$ cat src/shared/rtw_pkg.sv
package rtw_pkg;

    // clock rates, in kHz, used to derive the carrier-unit tick
    localparam int HCLK_KHZ = 25000;
    localparam int CARRIER_KHZ = 13560;
    // carrier periods in one fixed wait unit
    localparam int CARRIER_DIV = 16;
    localparam int UNIT_ACC_MOD = CARRIER_DIV * HCLK_KHZ;
    localparam int UNIT_ACC_W = 19;
    localparam logic [18:0] UNIT_ACC_ADD = 19'(CARRIER_KHZ);
    localparam logic [18:0] UNIT_ACC_TOP = 19'(UNIT_ACC_MOD);

    // register indexes; byte address is four times the index
    localparam int ADDR_LSB = 2;
    localparam int IDX_W = 8;
    localparam logic [7:0] IDX_BURST_LEN = 8'h30;
    localparam logic [7:0] IDX_WAIT_CTRL = 8'h31;
    localparam logic [7:0] IDX_WAIT_LOW = 8'h32;
    localparam logic [7:0] IDX_CONFIG = 8'h38;
    localparam logic [7:0] IDX_STATUS = 8'h39;

    // reset values
    localparam logic [7:0] BURST_LEN_RST = 8'h00;
    localparam logic [7:0] WAIT_CTRL_RST = 8'hC0;
    localparam logic [7:0] WAIT_LOW_RST = 8'h00;
    localparam int CFG_W = 18;
    localparam logic [17:0] CONFIG_RST = 18'h00076;
    // reserved bits 7 and 3 of the burst length register read zero
    localparam logic [7:0] BURST_LEN_MASK = 8'h77;

    // field positions
    localparam int FIELD_W = 3;
    localparam int SYM1_LSB = 4;
    localparam int SYM0_LSB = 0;
    localparam int WREF_BIT = 7;
    localparam int WUNIT_BIT = 6;
    localparam int WHIGH_LSB = 3;
    localparam int STOPG_LSB = 0;
    localparam int CFG_HALF_LSB = 0;
    localparam int CFG_HALF_W = 16;
    localparam int CFG_TYPEB_BIT = 16;
    localparam int CFG_LEVEL_BIT = 17;
    localparam int ST_WAIT_BIT = 0;
    localparam int ST_BURST_BIT = 1;
    localparam int ST_STOP_BIT = 2;
    localparam int ST_GUARD_BIT = 3;
    localparam int ST_REMAIN_LSB = 16;

    // widths of counters
    localparam int WAIT_W = 11;
    localparam int BURST_CNT_W = 10;
    localparam int TRAIL_CNT_W = 4;

    // burst length in bits for codes 0 to 7
    localparam logic [8:0] BURST_BITS [8] = '{
        9'h008, 9'h010, 9'h020, 9'h030, 9'h040, 9'h060, 9'h080, 9'h100};

    // requests and reference events from the transmit path
    typedef struct packed {
        logic tx_start_req; // level: data transmission wanted
        logic burst_req; // level: burst wanted
        logic burst_sym; // burst symbol: 1 or 0
        logic tx_data_end; // pulse: own sent data ended
        logic rx_data_end; // pulse: received data ended
        logic frame_end; // pulse: frame body done, trailer may follow
    } rtw_event_s;

    // timing outputs toward the modulator
    typedef struct packed {
        logic tx_start; // pulse: data transmission may start
        logic burst_active; // unmodulated subcarrier burst running
        logic burst_level; // level chosen for the burst
        logic stop_bit; // stop bit running
        logic guard_time; // extra guard time running
        logic trail_done; // pulse: trailer finished or skipped
        logic wait_pending; // minimum gap still running
    } rtw_tx_s;

    typedef enum logic [1:0] {
        ST_IDLE,
        ST_BURST,
        ST_TRAIL
    } rtw_state_e;

endpackage

$ cat src/core/rtw_unit_tick.sv
`timescale 1ns/1ps
module rtw_unit_tick import rtw_pkg::*; (
    input wire logic hclk, // system clock
    input wire logic hresetn, // async reset, active low
    input wire logic realign, // restart the half-bit grid
    input wire logic [15:0] half_cycles, // hclk cycles per half bit
    output logic carrier_tick, // one pulse per 16 carrier periods
    output logic half_tick // one pulse per half bit period
);

    typedef struct packed {
        logic [18:0] acc;
        logic [15:0] half_cnt;
        logic ctick;
        logic htick;
    } rtw_tick_s;

    rtw_tick_s q;
    rtw_tick_s n;

    // fractional accumulator and half-bit divider
    always_comb begin
        n = q;
        n.ctick = 1'b0;
        n.htick = 1'b0;
        if (q.acc + UNIT_ACC_ADD >= UNIT_ACC_TOP) begin
            n.acc = q.acc + UNIT_ACC_ADD - UNIT_ACC_TOP;
            n.ctick = 1'b1;
        end else begin
            n.acc = q.acc + UNIT_ACC_ADD;
        end
        if (realign) begin
            n.half_cnt = '0;
        end else if (q.half_cnt + 16'h0001 >= half_cycles) begin
            // a zero setting behaves as one cycle
            n.half_cnt = '0;
            n.htick = 1'b1;
        end else begin
            n.half_cnt = q.half_cnt + 16'h0001;
        end
    end

    always_ff @(posedge hclk or negedge hresetn) begin
        if (!hresetn) begin
            q <= '0;
        end else begin
            q <= n;
        end
    end

    assign carrier_tick = q.ctick;
    assign half_tick = q.htick;

endmodule // rtw_unit_tick

$ cat src/core/rtw_stop_guard.sv
`timescale 1ns/1ps
module rtw_stop_guard import rtw_pkg::*; (
    input wire logic hclk, // system clock
    input wire logic hresetn, // async reset, active low
    input wire logic start, // pulse: begin trailer
    input wire logic [2:0] code, // stop and guard length code
    input wire logic half_tick, // half bit period tick
    output logic stop_bit, // stop bit running
    output logic guard_time, // extra guard time running
    output logic done // pulse: trailer finished
);

    typedef struct packed {
        logic run;
        logic [2:0] code;
        logic [3:0] cnt;
        logic done;
    } rtw_sg_s;

    rtw_sg_s q;
    rtw_sg_s n;

    // one stop bit, then code-1 guard bits, each two half ticks
    always_comb begin
        n = q;
        n.done = 1'b0;
        if (start) begin
            n.code = code;
            n.cnt = {code, 1'b0};
            n.run = (code != 3'h0);
            n.done = (code == 3'h0);
        end else if (q.run && half_tick) begin
            n.cnt = q.cnt - 4'h1;
            if (q.cnt == 4'h1) begin
                n.run = 1'b0;
                n.done = 1'b1;
            end
        end
    end

    always_ff @(posedge hclk or negedge hresetn) begin
        if (!hresetn) begin
            q <= '0;
        end else begin
            q <= n;
        end
    end

    // first bit of the trailer is the stop bit
    assign stop_bit = q.run && (q.cnt > {q.code - 3'h1, 1'b0});
    assign guard_time = q.run && !stop_bit;
    assign done = q.done;

endmodule // rtw_stop_guard

$ cat src/core/rtw_timing.sv
// How it works
// - a burst request emits unmodulated subcarrier for the burst length, level set apart
// - symbol-one burst length comes from bits 6..4, codes give 8 to 256 bits
// - symbol-zero burst length comes from bits 2..0, same 8 to 256 bit table
// - wait starts at end of sent data, or end of received data when bit 7 set
// - wait unit is 16 carrier periods, or half a bit period when bit 6 set
// - eleven-bit wait value: low byte register plus control bits 5..3 on top
// - wait is least spacing from receive to send or between two sends
// - stop code: 0 nothing, 1 one stop bit, 2..7 stop bit plus 1..6 guards
// - stop bit and guard time only apply to Type B frames
`timescale 1ns/1ps
module rtw_timing import rtw_pkg::*; (
    input wire logic hclk, // bus and block clock
    input wire logic hresetn, // async reset, active low
    input wire logic hsel, // slave select
    input wire logic [31:0] haddr, // byte address
    input wire logic [1:0] htrans, // transfer type
    input wire logic hwrite, // write when high
    input wire logic [2:0] hsize, // transfer size, word only
    input wire logic [31:0] hwdata, // write data
    input wire logic hready, // bus ready
    output logic hreadyout, // slave ready
    output logic hresp, // response, always okay
    output logic [31:0] hrdata, // read data
    input wire rtw_event_s ev, // requests and reference events
    output rtw_tx_s tx // timing outputs
);

    typedef struct packed {
        rtw_state_e fsm;
        logic [7:0] burst_len;
        logic [7:0] wait_ctrl;
        logic [7:0] wait_low;
        logic [CFG_W-1:0] cfg;
        logic dsel;
        logic dwrite;
        logic [IDX_W-1:0] didx;
        logic [31:0] rdata;
        logic [WAIT_W-1:0] wait_cnt;
        logic [BURST_CNT_W-1:0] burst_cnt;
        logic tx_start;
    } rtw_top_s;

    rtw_top_s q;
    rtw_top_s n;

    logic carrier_tick;
    logic half_tick;
    logic realign;
    logic trail_start;
    logic [2:0] trail_code;
    logic stop_bit;
    logic guard_time;
    logic trail_done;
    logic unit_tick;
    logic ref_event;
    logic [WAIT_W-1:0] wait_value;
    logic [2:0] burst_code;
    logic [8:0] burst_bits;
    logic go_ok;
    logic [31:0] status;

    // tick sources for both wait units and the bit grid
    rtw_unit_tick u_tick (
        .hclk(hclk),
        .hresetn(hresetn),
        .realign(realign),
        .half_cycles(q.cfg[CFG_HALF_LSB +: CFG_HALF_W]),
        .carrier_tick(carrier_tick),
        .half_tick(half_tick)
    );

    // stop bit and guard time sequencer
    rtw_stop_guard u_trail (
        .hclk(hclk),
        .hresetn(hresetn),
        .start(trail_start),
        .code(trail_code),
        .half_tick(half_tick),
        .stop_bit(stop_bit),
        .guard_time(guard_time),
        .done(trail_done)
    );

    assign wait_value = {q.wait_ctrl[WHIGH_LSB +: FIELD_W], q.wait_low};

    assign unit_tick = q.wait_ctrl[WUNIT_BIT] ? half_tick : carrier_tick;

    assign ref_event = q.wait_ctrl[WREF_BIT] ? ev.rx_data_end : ev.tx_data_end;

    // burst length field pick by symbol
    assign burst_code = ev.burst_sym ? q.burst_len[SYM1_LSB +: FIELD_W]
                                     : q.burst_len[SYM0_LSB +: FIELD_W];
    assign burst_bits = BURST_BITS[burst_code];

    // a start is allowed only once the gap counter has run out
    // the grant cycle itself grants nothing: the requester drops only after seeing it
    assign go_ok = (q.fsm == ST_IDLE) && (q.wait_cnt == '0) && !ref_event && !q.tx_start;

    // realign the bit grid when a burst begins
    assign realign = go_ok && ev.burst_req && !(trail_start && (trail_code != 3'h0));

    // trailer only for Type B; otherwise it is skipped at once
    assign trail_start = ev.frame_end && (q.fsm == ST_IDLE);
    assign trail_code = q.cfg[CFG_TYPEB_BIT] ? q.wait_ctrl[STOPG_LSB +: FIELD_W] : 3'h0;

    // status word from the block's own state
    always_comb begin
        status = '0;
        status[ST_WAIT_BIT] = (q.wait_cnt != '0);
        status[ST_BURST_BIT] = (q.fsm == ST_BURST);
        status[ST_STOP_BIT] = stop_bit;
        status[ST_GUARD_BIT] = guard_time;
        status[ST_REMAIN_LSB +: WAIT_W] = q.wait_cnt;
    end

    // register writes, bus phases, wait counter and sequencing
    always_comb begin
        n = q;
        n.tx_start = 1'b0;

        // data phase of a write stores the word
        if (q.dsel && q.dwrite) begin
            unique case (q.didx)
                IDX_BURST_LEN: begin
                    n.burst_len = hwdata[7:0] & BURST_LEN_MASK;
                end
                IDX_WAIT_CTRL: begin
                    n.wait_ctrl = hwdata[7:0];
                end
                IDX_WAIT_LOW: begin
                    n.wait_low = hwdata[7:0];
                end
                IDX_CONFIG: begin
                    n.cfg = hwdata[CFG_W-1:0];
                end
                default: begin
                end
            endcase
        end

        // address phase is latched for the next cycle
        n.dsel = hsel && htrans[1] && hready;
        n.dwrite = hwrite;
        n.didx = haddr[ADDR_LSB +: IDX_W];

        // load the gap at the reference event, count it down
        if (ref_event) begin
            n.wait_cnt = wait_value;
        end else if (unit_tick && (q.wait_cnt != '0)) begin
            n.wait_cnt = q.wait_cnt - 11'h001;
        end

        unique case (q.fsm)
            ST_IDLE: begin
                if (trail_start && (trail_code != 3'h0)) begin
                    n.fsm = ST_TRAIL;
                end else if (go_ok && ev.burst_req) begin
                    // burst of the chosen length in half ticks
                    n.fsm = ST_BURST;
                    n.burst_cnt = {1'b0, burst_bits} << 1;
                end else if (go_ok && ev.tx_start_req) begin
                    // grant a send only after the gap
                    n.tx_start = 1'b1;
                end
            end
            ST_BURST: begin
                if (half_tick) begin
                    n.burst_cnt = q.burst_cnt - 10'h001;
                    if (q.burst_cnt == 10'h001) begin
                        n.fsm = ST_IDLE;
                    end
                end
            end
            ST_TRAIL: begin
                // sequencer counts stop and guard bits
                if (trail_done) begin
                    n.fsm = ST_IDLE;
                end
            end
            default: begin
                n.fsm = ST_IDLE;
            end
        endcase

        // read data uses the values after this cycle's write
        if (n.dsel && !hwrite) begin
            unique case (n.didx)
                IDX_BURST_LEN: begin
                    n.rdata = 32'(n.burst_len);
                end
                IDX_WAIT_CTRL: begin
                    n.rdata = 32'(n.wait_ctrl);
                end
                IDX_WAIT_LOW: begin
                    n.rdata = 32'(n.wait_low);
                end
                IDX_CONFIG: begin
                    n.rdata = 32'(n.cfg);
                end
                IDX_STATUS: begin
                    n.rdata = status;
                end
                default: begin
                    n.rdata = '0;
                end
            endcase
        end
    end

    // state register
    always_ff @(posedge hclk or negedge hresetn) begin
        if (!hresetn) begin
            q.fsm <= ST_IDLE;
            q.burst_len <= BURST_LEN_RST;
            q.wait_ctrl <= WAIT_CTRL_RST;
            q.wait_low <= WAIT_LOW_RST;
            q.cfg <= CONFIG_RST;
            q.dsel <= 1'b0;
            q.dwrite <= 1'b0;
            q.didx <= '0;
            q.rdata <= '0;
            q.wait_cnt <= '0;
            q.burst_cnt <= '0;
            q.tx_start <= 1'b0;
        end else begin
            q <= n;
        end
    end

    // bus answers: no wait states, always okay
    assign hreadyout = 1'b1;
    assign hresp = 1'b0;
    assign hrdata = q.rdata;

    // outputs toward the modulator
    always_comb begin
        tx.tx_start = q.tx_start;
        tx.burst_active = (q.fsm == ST_BURST);
        // burst level from the control setting
        tx.burst_level = q.cfg[CFG_LEVEL_BIT];
        tx.stop_bit = stop_bit;
        tx.guard_time = guard_time;
        tx.trail_done = trail_done;
        tx.wait_pending = (q.wait_cnt != '0);
    end

endmodule // rtw_timing

$ cat config.mk
export PLATFORM = sky130hd
export DESIGN_NAME = rtw_timing
export DESIGN_NICKNAME = d
export VERILOG_FILES = /design/src/shared/rtw_pkg.sv /design/src/core/rtw_unit_tick.sv /design/src/core/rtw_stop_guard.sv /design/src/core/rtw_timing.sv
export SDC_FILE = /design/constraint.sdc
export NUM_CORES = 1
export LEC_CHECK = 0
export BUFFER_PORTS_ARGS = -buffer_cell sky130_fd_sc_hd__buf_2
export CAP_MARGIN = 20
export CORE_MARGIN = 2
export CORE_UTILIZATION = 40
export CTS_CLUSTER_DIAMETER = 200
export CTS_CLUSTER_SIZE = 24
export DETAILED_ROUTE_END_ITERATION = 8
export PLACE_DENSITY = 0.59
export SYNTH_ARGS = -nofsm -noshare
export SYNTH_HDL_FRONTEND = slang
export SYNTH_SLANG_ARGS = --single-unit
$ cat constraint.sdc
create_clock -name hclk -period 4.13 [get_ports hclk]
set_input_delay 0.413 -clock hclk [delete_from_list [all_inputs] [get_ports hclk]]
set_output_delay 0.413 -clock hclk [all_outputs]
set_load 0.01 [all_outputs]
; ---- Yosys cells after proc, flatten, opt, wreduce, memory -nomap -nowiden
; Memories as Yosys holds them, arrays and structs flattened.
; Cells that the tools add are included.
[classes]
n_shift = 0
n_bitwise = 1
n_mux = 39
n_addsub = 7
n_reduce_logical = 33
eq_ne = 19
div_mod_pow = 0
mul = 0
order_cmp = 4
[ops]
columns = operator, n
row1 = 27-bit case mux with 5 select lines, 1
row2 = "8-bit by 6-bit == test with 1-bit output, second input constant", 9
row3 = 42-bit two-way mux, 1
row4 = 11-bit two-way mux, 3
row5 = 16-bit two-way mux, 2
row6 = 8-bit two-way mux, 3
row7 = 10-bit two-way mux, 2
row8 = 10-bit case mux with 2 select lines, 1
row9 = "19-bit by 14-bit adder with 19-bit output, second input constant", 1
row10 = "19-bit >= comparator, second input constant", 1
row11 = 19-bit two-way mux, 1
row12 = "19-bit subtractor, second input constant", 1
row13 = 18-bit two-way mux, 1
row14 = 9-bit two-way mux, 2
row15 = "16-bit by 1-bit adder with 16-bit output, second input constant", 1
row16 = 16-bit >= comparator, 1
row17 = 1-bit logical AND, 16
row18 = 1-bit two-way mux, 12
row19 = 11-bit zero test, 1
row20 = 11-bit nonzero test, 1
row21 = "11-bit by 1-bit subtractor with 11-bit output, second input constant", 1
row22 = "10-bit by 1-bit == test with 1-bit output, second input constant", 1
row23 = 2-bit two-way mux, 5
row24 = 5-bit two-way mux, 2
row25 = 21 further kinds, 33
[word_totals]
ram_bits = 0
n_memories = 1
wordCells = 124
rom_bits = 72
latchBits = 0
inputBits = 80
register_bits = 154
[mem_list]
columns = memory, depth, width, read_ports, rd_ports_with_merged_regs, write_ports, line_no
row1 = (name not given), 8, 9, 1, 0, 0, rtw_timing.sv:94  ; assign burst_bits = BURST_BITS[burst_code];

; ---- Depth between registers and ports, before layout
; Gate-level depths: netlist (run 1).
[logic_depth]
depth_word = 9
depth_mapped = 13
depth_no_buf = 12

; ---- Hierarchy
; A second synthesis (run 1) with hierarchy kept.
[unflattened]
cells_unflattened = 814
hier_area_um2 = 8354.3
[by_module_without_submodules]
columns = module, n_inst, area_each_um2, cells_each
row1 = rtw_timing, 1, 5271.3, 484
row2 = rtw_unit_tick, 1, 2534.9, 277
row3 = rtw_stop_guard, 1, 548.0, 53

; ---- Worst setup path before layout (run 1)
; OpenSTA, ideal clock, no wires.
[synth_timing]
path_kind = register -> register
startpoint = reg u_tick.q[21] in the netlist's numbering
endpoint = reg u_tick.q[31] in the netlist's numbering
required_time_ps = 4010
setup_slack_ps = 1178
synth_period_minus_slack_ps = 2952
stages_incl_launch_ff = 13
arrival_time_ps = 2833
n_path_buf = 0
cell_sequence = dfrtp_1 -> inv_1 -> ha_1 -> or3b_2 -> xor2_1 -> ha_1 -> nand2b_1 -> a21oi_1 -> a211oi_1 -> a31oi_4 -> o21ai_4 -> inv_2 -> a31o_1
[synth_rtl]
columns = element, line_no
row1 = start: declaration, rtw_unit_tick.sv:18  ; rtw_tick_s q;
row2 = start signal: assignment, rtw_unit_tick.sv:47  ; q <= n;

==> results of run 1 <==
## cell usage after synthesis, types with 7 or more instances
cell type	number
or3_1	11
xor2_1	20
a22o_1	7
nor2b_1	23
nand2_1	80
o21ai_0	37
o21ai_1	13
mux2i_1	12
xnor2_1	28
inv_1	39
and3_1	9
a21oi_1	32
nor3_1	11
buf_4	39
nor2_1	57
a21o_1	8
nand3_1	20
dfstp_2	7
nor4_1	7
dfrtp_1	139
ha_1	31
nand4_1	8
clkbuf_1	20
mux2_2	33
## cells by family after synthesis
family                   count (synthesis)  synth area share [%]
other                                    2                0.0945
multiplexers                            50                  6.89
XOR/XNOR                                48                  5.29
flip-flops                             146                  46.1
buffers and inverters                  102                  6.67
adder cells (fa/ha/maj)                 31                  4.88
AND/OR/NAND/NOR                        267                  17.4
AO/OA/AOI/OAI                          152                  12.7
## timing repair
action                                 CTS  global route
resized for setup                        0             0
endpoints found under the hold margin    0             8
hold buffers                             0             1
## power by group
part | internal, mW | switching, mW
combinational | 0.220 | 0.278
clock | 1.10 | 0.591
sequential | 1.53 | 0.0870
total | 2.85 | 0.956
## layer usage
| metal | up-vias | GRT usage [%] | routed length [um] |
|---|---|---|---|
| met1 | 2829 | 24.7 | 8860 |
| met5 | - | 0 | 26 |
| met2 | 123 | 27.1 | 8100 |
| met3 | 21 | 5.06 | 895 |
| met4 | 4 | 4.80 | 228 |
| li1 | 2849 | - | - |
## worst paths after layout
| check | start | to | slack (ps) | cells past startpoint |
|---|---|---|---|---|
| worst min register to register | hrdata[14]$_DFFE_PN0P_ | hrdata[14]$_DFFE_PN0P_ | 470 | 2 |
| worst max register to register | u_tick.q[21]$_DFF_PN0_ | u_tick.q[31]$_DFF_PN0_ | 710 | 12 |
| worst max-delay path | u_tick.q[21]$_DFF_PN0_ | u_tick.q[31]$_DFF_PN0_ | 710 | 12 |
| worst min-delay path | haddr[7] | q[59]$_DFF_PN0_ | 120 | 1 |
| max in group asynchronous | hresetn | q[101]$_DFF_PN0_ | 2750 | 4 |
| min in group asynchronous | hresetn | u_tick.q[15]$_DFF_PN0_ | 380 | 2 |
## per-stage QoR
stage / cells / total power, mW / util [%]
after floorplan: 803 / 1.99 / -
after CTS: 1117 / 3.84 / 46.2
after global routing: 1120 / 4.00 / 46.5
after global placement: 1087 / 2.13 / 43.0
final: 1121 / 3.81 / 46.5
after detailed placement: 1087 / 2.14 / 43.0
## flip-flops by register name, indices dropped and copies added (netlist names)
| name | cells |
|---|---|
| hrdata | 27 |
| q | 74 |
| tx | 2 |
| u_tick.carrier_tick | 1 |
| u_tick.half_tick | 1 |
| u_tick.q | 32 |
| u_trail.done | 1 |
| u_trail.q | 8 |
## layout make-up
cell class,count,area share [%]
flip-flops and latches,146,40.5
clock inverters,10,2.02
clock buffers,20,5.05
diodes,2,0.0553
well taps,265,3.67
repair buffers,83,5.24
inverters,40,1.66
multi-input cells,555,41.8
==> out/qor.csv, run 1 <==
metric,value,unit
outcome,"finished, final reports clean",
share of layout cells above drive strength 1,19.9,%
Routed WL,18100,um
die area,21000,um^2
worst-path fanout max,8,
final hold slack,120,ps
worst hold path class,input port to flip-flop,
Fin. Hold Viols,0,
TritonCTS Sinks,146,
detail-routed via count per cell,5.20,
biggest area consumer among synthesized cells,dfrtp_1,
DRT Pass-1 Iters,5,
Critical Path Max Stage Delay,510,ps
Sum Neg Setup Slack,0,ps
largest net degree at the start of global routing,109,
Root Driver,clkbuf_16,
"Setup Fix Bufs, Post-CTS",0,
setup violators final,0,
power per cell area,421,nW/um^2
die height,145,um
CTS Buffer Depth,2,
H-tree Lvls,4,
Final Cell Area,9040,um^2
Core Rows,51,
CP Buf/Inv Count,2,
Slew Limit Fails,0,
final net count,954,
Slew @ Worst Pin,819,ps
Synth-to-Final Area Change,13.8,%
Initial DRC Count,291,
Worst setup SP type,flip-flop,
cell mode on critical path,ha_1,
"most common cell after layout, fill and taps aside",dfrtp_1,
clk_lat worst skew,410,ps
Initial Util,40.8,%
DP Area,8360,um^2
Setup WS pre-CTS,749,ps
cells after synthesis,798,
Core Region,19500,um^2
DPL Wire Length,13200,um
Tot GR Track Use,17.7,%
drt wl/cell,16.2,um
"Top FF cell, synth",dfrtp_1,
# Max-Cap Violations,0,
Worst Path Required,4430,ps
Clock Skew,7.12,ps
sequential element share of the synthesized area,46.1,%
Relative slew margins,45.4,%
GP Congestion,0.869,
Max VDD drop,271,uV
"Remaining Overflow, GRT",0,
most frequent cells in the layout,"dfrtp_1, nand2_1, buf_2",
CP max stage cell,or3b_2,
first-pass GRT wire length,29800,um
Max Clock Freq,292,MHz
CP cell instances,"inv_1, ha_1, or3b_2, xor2_1, ha_1, nand2b_1, a21oi_1, a211oi_1, a31oi_4, o21ai_4, inv_2, a31o_1",
Synth warnings,0,
# DRC,0,
ANT nets after route,0,
asr flop ratio synth,100,%
number of flops mapped to enable cells by yosys,0,
final setup margin,709,ps
# port buffers,71,
Syn Area/Cell,9.96,um^2
worst setup path class,flip-flop to flip-flop,
"top cells by area, synth","dfrtp_1, ha_1, mux2_2",
fin crit period,3420,ps
Via Count,5826,
#FFs+latches synth,146,
Netlist cell types,74,
antenna violations before repair,4,
Leakage,4.15,nW
Reg area,3660,um^2
Die X-Extent,145,um
largest delay contributor family on the critical path,compound AO/OA/AOI/OAI gates,
Inserted Clock Buffers,17,
area of the multi-input gates,3780,um^2
unrepaired setup endpoints after global routing,no,
Yosys top cell area share,43.8,%
I/O pins,121,
Synth Cell Area,7950,um^2
Setup crit end kind,flip-flop,
vias in the first global route,5702,
Worst Path Arrival,3720,ps
register clock-pin slew on the reported worst setup and hold paths,60,ps
CTS tree,done,
Fill cells,1815,
Tcrit/Tclk final,82.8,%
Note: power is estimated with default switching activity, not from simulation.
==> run 2: changes to the inputs <==
--- a/config.mk
+++ b/config.mk
@@ -12,7 +12,7 @@
 export CTS_CLUSTER_DIAMETER = 200
 export CTS_CLUSTER_SIZE = 24
 export DETAILED_ROUTE_END_ITERATION = 8
-export PLACE_DENSITY = 0.59
+export PLACE_DENSITY = 0.61
 export SYNTH_ARGS = -nofsm -noshare
 export SYNTH_HDL_FRONTEND = slang
 export SYNTH_SLANG_ARGS = --single-unit
==> constraint.sdc (replaced) <==
create_clock -name hclk -period 2.9 [get_ports hclk]
set_input_delay 0.29 -clock hclk [delete_from_list [all_inputs] [get_ports hclk]]
set_output_delay 0.29 -clock hclk [all_outputs]
set_load 0.01 [all_outputs]
==> out/qor.csv, run 2 (synthesis results as in run 1) <==
metric,value,unit,change
setup violators final,0,,unchanged
TritonCTS Sinks,146,,unchanged
Largest Register,q,,unchanged
Core Rows,51,,unchanged
Tot GR Track Use,18.2,%,was 17.7%
max reg flops,74,,unchanged
final setup margin,45.5,ps,was 709 ps
Inserted Clock Buffers,17,,unchanged
first-pass GRT wire length,30500,um,was 29800 um
DP Cell Count,1111,,was 1087
Routed WL,18700,um,was 18100 um
Worst Path Required,3250,ps,was 4430 ps
Clock Skew,11.5,ps,was 7.12 ps
Core Region,19500,um^2,unchanged
# Max-Cap Violations,0,,unchanged
share of layout cells above drive strength 1,24.6,%,was 19.9%
clk_lat worst skew,430,ps,was 410 ps
DRT Pass-1 Iters,5,,unchanged
die area,21000,um^2,unchanged
Max VDD drop,401,uV,was 271 uV
detail-routed via count per cell,5.17,,was 5.20
Sum Neg Setup Slack,0,ps,unchanged
"non-filler cells, final",1161,,was 1121
"most common cell after layout, fill and taps aside",dfrtp_1,,unchanged
die height,145,um,unchanged
Relative slew margins,49.7,%,was 45.4%
R2R Setup Slk,50,ps,was 710 ps
CTS Buffer Depth,2,,unchanged
worst-path fanout max,7,,was 8
Tcrit/Tclk final,98.4,%,was 82.8%
antenna violations before repair,4,,unchanged
Final Cell Area,9510,um^2,was 9040 um^2
CP cell instances,"nand4_1, nor3_2, buf_4, buf_4, nand3_2, xnor2_2, ha_1, nand4_1, nor3_2, a2111oi_4, buf_4, o211ai_1, buf_4, nor2b_1",,"was inv_1, ha_1, or3b_2, xor2_1, ha_1, nand2b_1, a21oi_1, a211oi_1, a31oi_4, o21ai_4, inv_2, a31o_1"
Setup WS pre-CTS,-156,ps,was 749 ps
Slew Limit Fails,0,,unchanged
Fin. Hold Viols,0,,unchanged
FF-to-FF Start,u_tick.q[7]$_DFF_PN0_,,was u_tick.q[21]$_DFF_PN0_
register clock-pin slew on the reported worst setup and hold paths,60,ps,about the same
outcome,"finished, final reports clean",,unchanged
drt wl/cell,16.1,um,was 16.2 um
GP Congestion,0.840,,was 0.869
Worst Path Arrival,3210,ps,was 3720 ps
Synth-to-Final Area Change,19.6,%,was 13.8%
CTS tree,done,,unchanged
Worst setup SP type,flip-flop,,unchanged
# port buffers,71,,unchanged
Critical Path Max Stage Delay,390,ps,was 510 ps
Max Clock Freq,350,MHz,was 292 MHz
ANT nets after route,0,,unchanged
Setup crit end kind,flip-flop,,unchanged
worst setup path class,flip-flop to flip-flop,,unchanged
Root Driver,clkbuf_16,,unchanged
CP max stage cell,dfrtp_1,,was or3b_2
power per cell area,581,nW/um^2,was 421 nW/um^2
DPL Wire Length,13600,um,was 13200 um
largest net degree at the start of global routing,58,,was 109
H-tree Lvls,4,,unchanged
Leakage,4.38,nW,was 4.15 nW
Initial DRC Count,459,,was 291
Slew @ Worst Pin,744,ps,was 819 ps
# DRC,0,,unchanged
unrepaired setup endpoints after global routing,yes,,was no
hold wc startpoint,haddr[3],,was haddr[7]
vias in the first global route,5817,,was 5702
most frequent cells in the layout,"dfrtp_1, nand2_1, buf_2",,unchanged
I/O pins,121,,unchanged
Critical path origin,u_tick.q[7]$_DFF_PN0_,,was u_tick.q[21]$_DFF_PN0_
Final Power,5.53,mW,was 3.81 mW
"Remaining Overflow, GRT",0,,unchanged
Via Count,6006,,was 5826
fin crit period,2850,ps,was 3420 ps
DP Area,8570,um^2,was 8360 um^2
final net count,992,,was 954
cell mode on critical path,buf_4,,was ha_1
Die X-Extent,145,um,unchanged
Initial Util,40.8,%,unchanged
worst hold path class,input port to flip-flop,,unchanged
-- run 2: cell count changes in the layout (fill, tap and decap cells not counted), sizes merged --
cell,previous run,this run
clkinv,2,4
dlygate4sd3,1,7
inv,40,41
buf,82,114
clkinvlp,3,2
-- run 2: stage by stage --
stage               hold WS, ps  utilization [%]
finish                     59.5             48.9
global route               49.4             48.8
CTS                        40.6             48.0
detailed placement          291             44.0
global placement            293             44.0
floorplan                 -5.59                -
-- run 2: repair_timing --
action,4_1_cts,5_1_grt
setup endpoints to repair,22,28
setup buffers,4,4
resized for setup,3,24
gates cloned,0,1
pin swaps,4,12
endpoints found under the hold margin,57,0
hold buffers,7,0
-- run 2: worst paths after layout --
check / endpoint / depth (start not counted)
setup / recovery: u_tick.q[17]$_DFF_PN0_ / 14
hold / removal: q[55]$_DFF_PN0_ / 1
max in group asynchronous: q[96]$_DFF_PN1_ / 3
setup reg to reg: u_tick.q[17]$_DFF_PN0_ / 14
min in group asynchronous: u_tick.q[15]$_DFF_PN0_ / 2
hold reg to reg: u_tick.q[21]$_DFF_PN0_ / 1
-- run 2: power by group --
group / switching (mW) / leakage (nW) / internal (mW)
Combinational: 0.429 / 2.24 / 0.369
Clock: 0.877 / 0.311 / 1.55
Sequential: 0.114 / 1.83 / 2.19
Total: 1.42 / 4.38 / 4.11
-- run 2: final cells by class --
type | instances | area, um^2
well taps | 265 | 332
clock inverters | 12 | 205
flip-flops and latches | 146 | 3660
repair buffers | 121 | 787
fillers | 1798 | 9950
multi-input cells | 555 | 3920
clock buffers | 20 | 447
inverters | 40 | 150
diodes | 2 | 5.00
-- run 2: metal layers --
layer	routed length [um]	global-route usage [%]	part of all wire, %
met5	27	0	0.14
met4	166	4.80	0.89
met3	1130	5.22	6.0
met2	8740	28.7	47
met1	8620	24.6	46
-- run 2: critical path: cells and delay by family, from the launching register on --
kind,cells,cell delay [ps]
AOI/OAI and AO/OA,2,460
xor gates and xnor gates,1,160
adders and majority gates,1,320
buffers and inverters,4,670
DFF,1,390
and+or+nand+nor,6,790
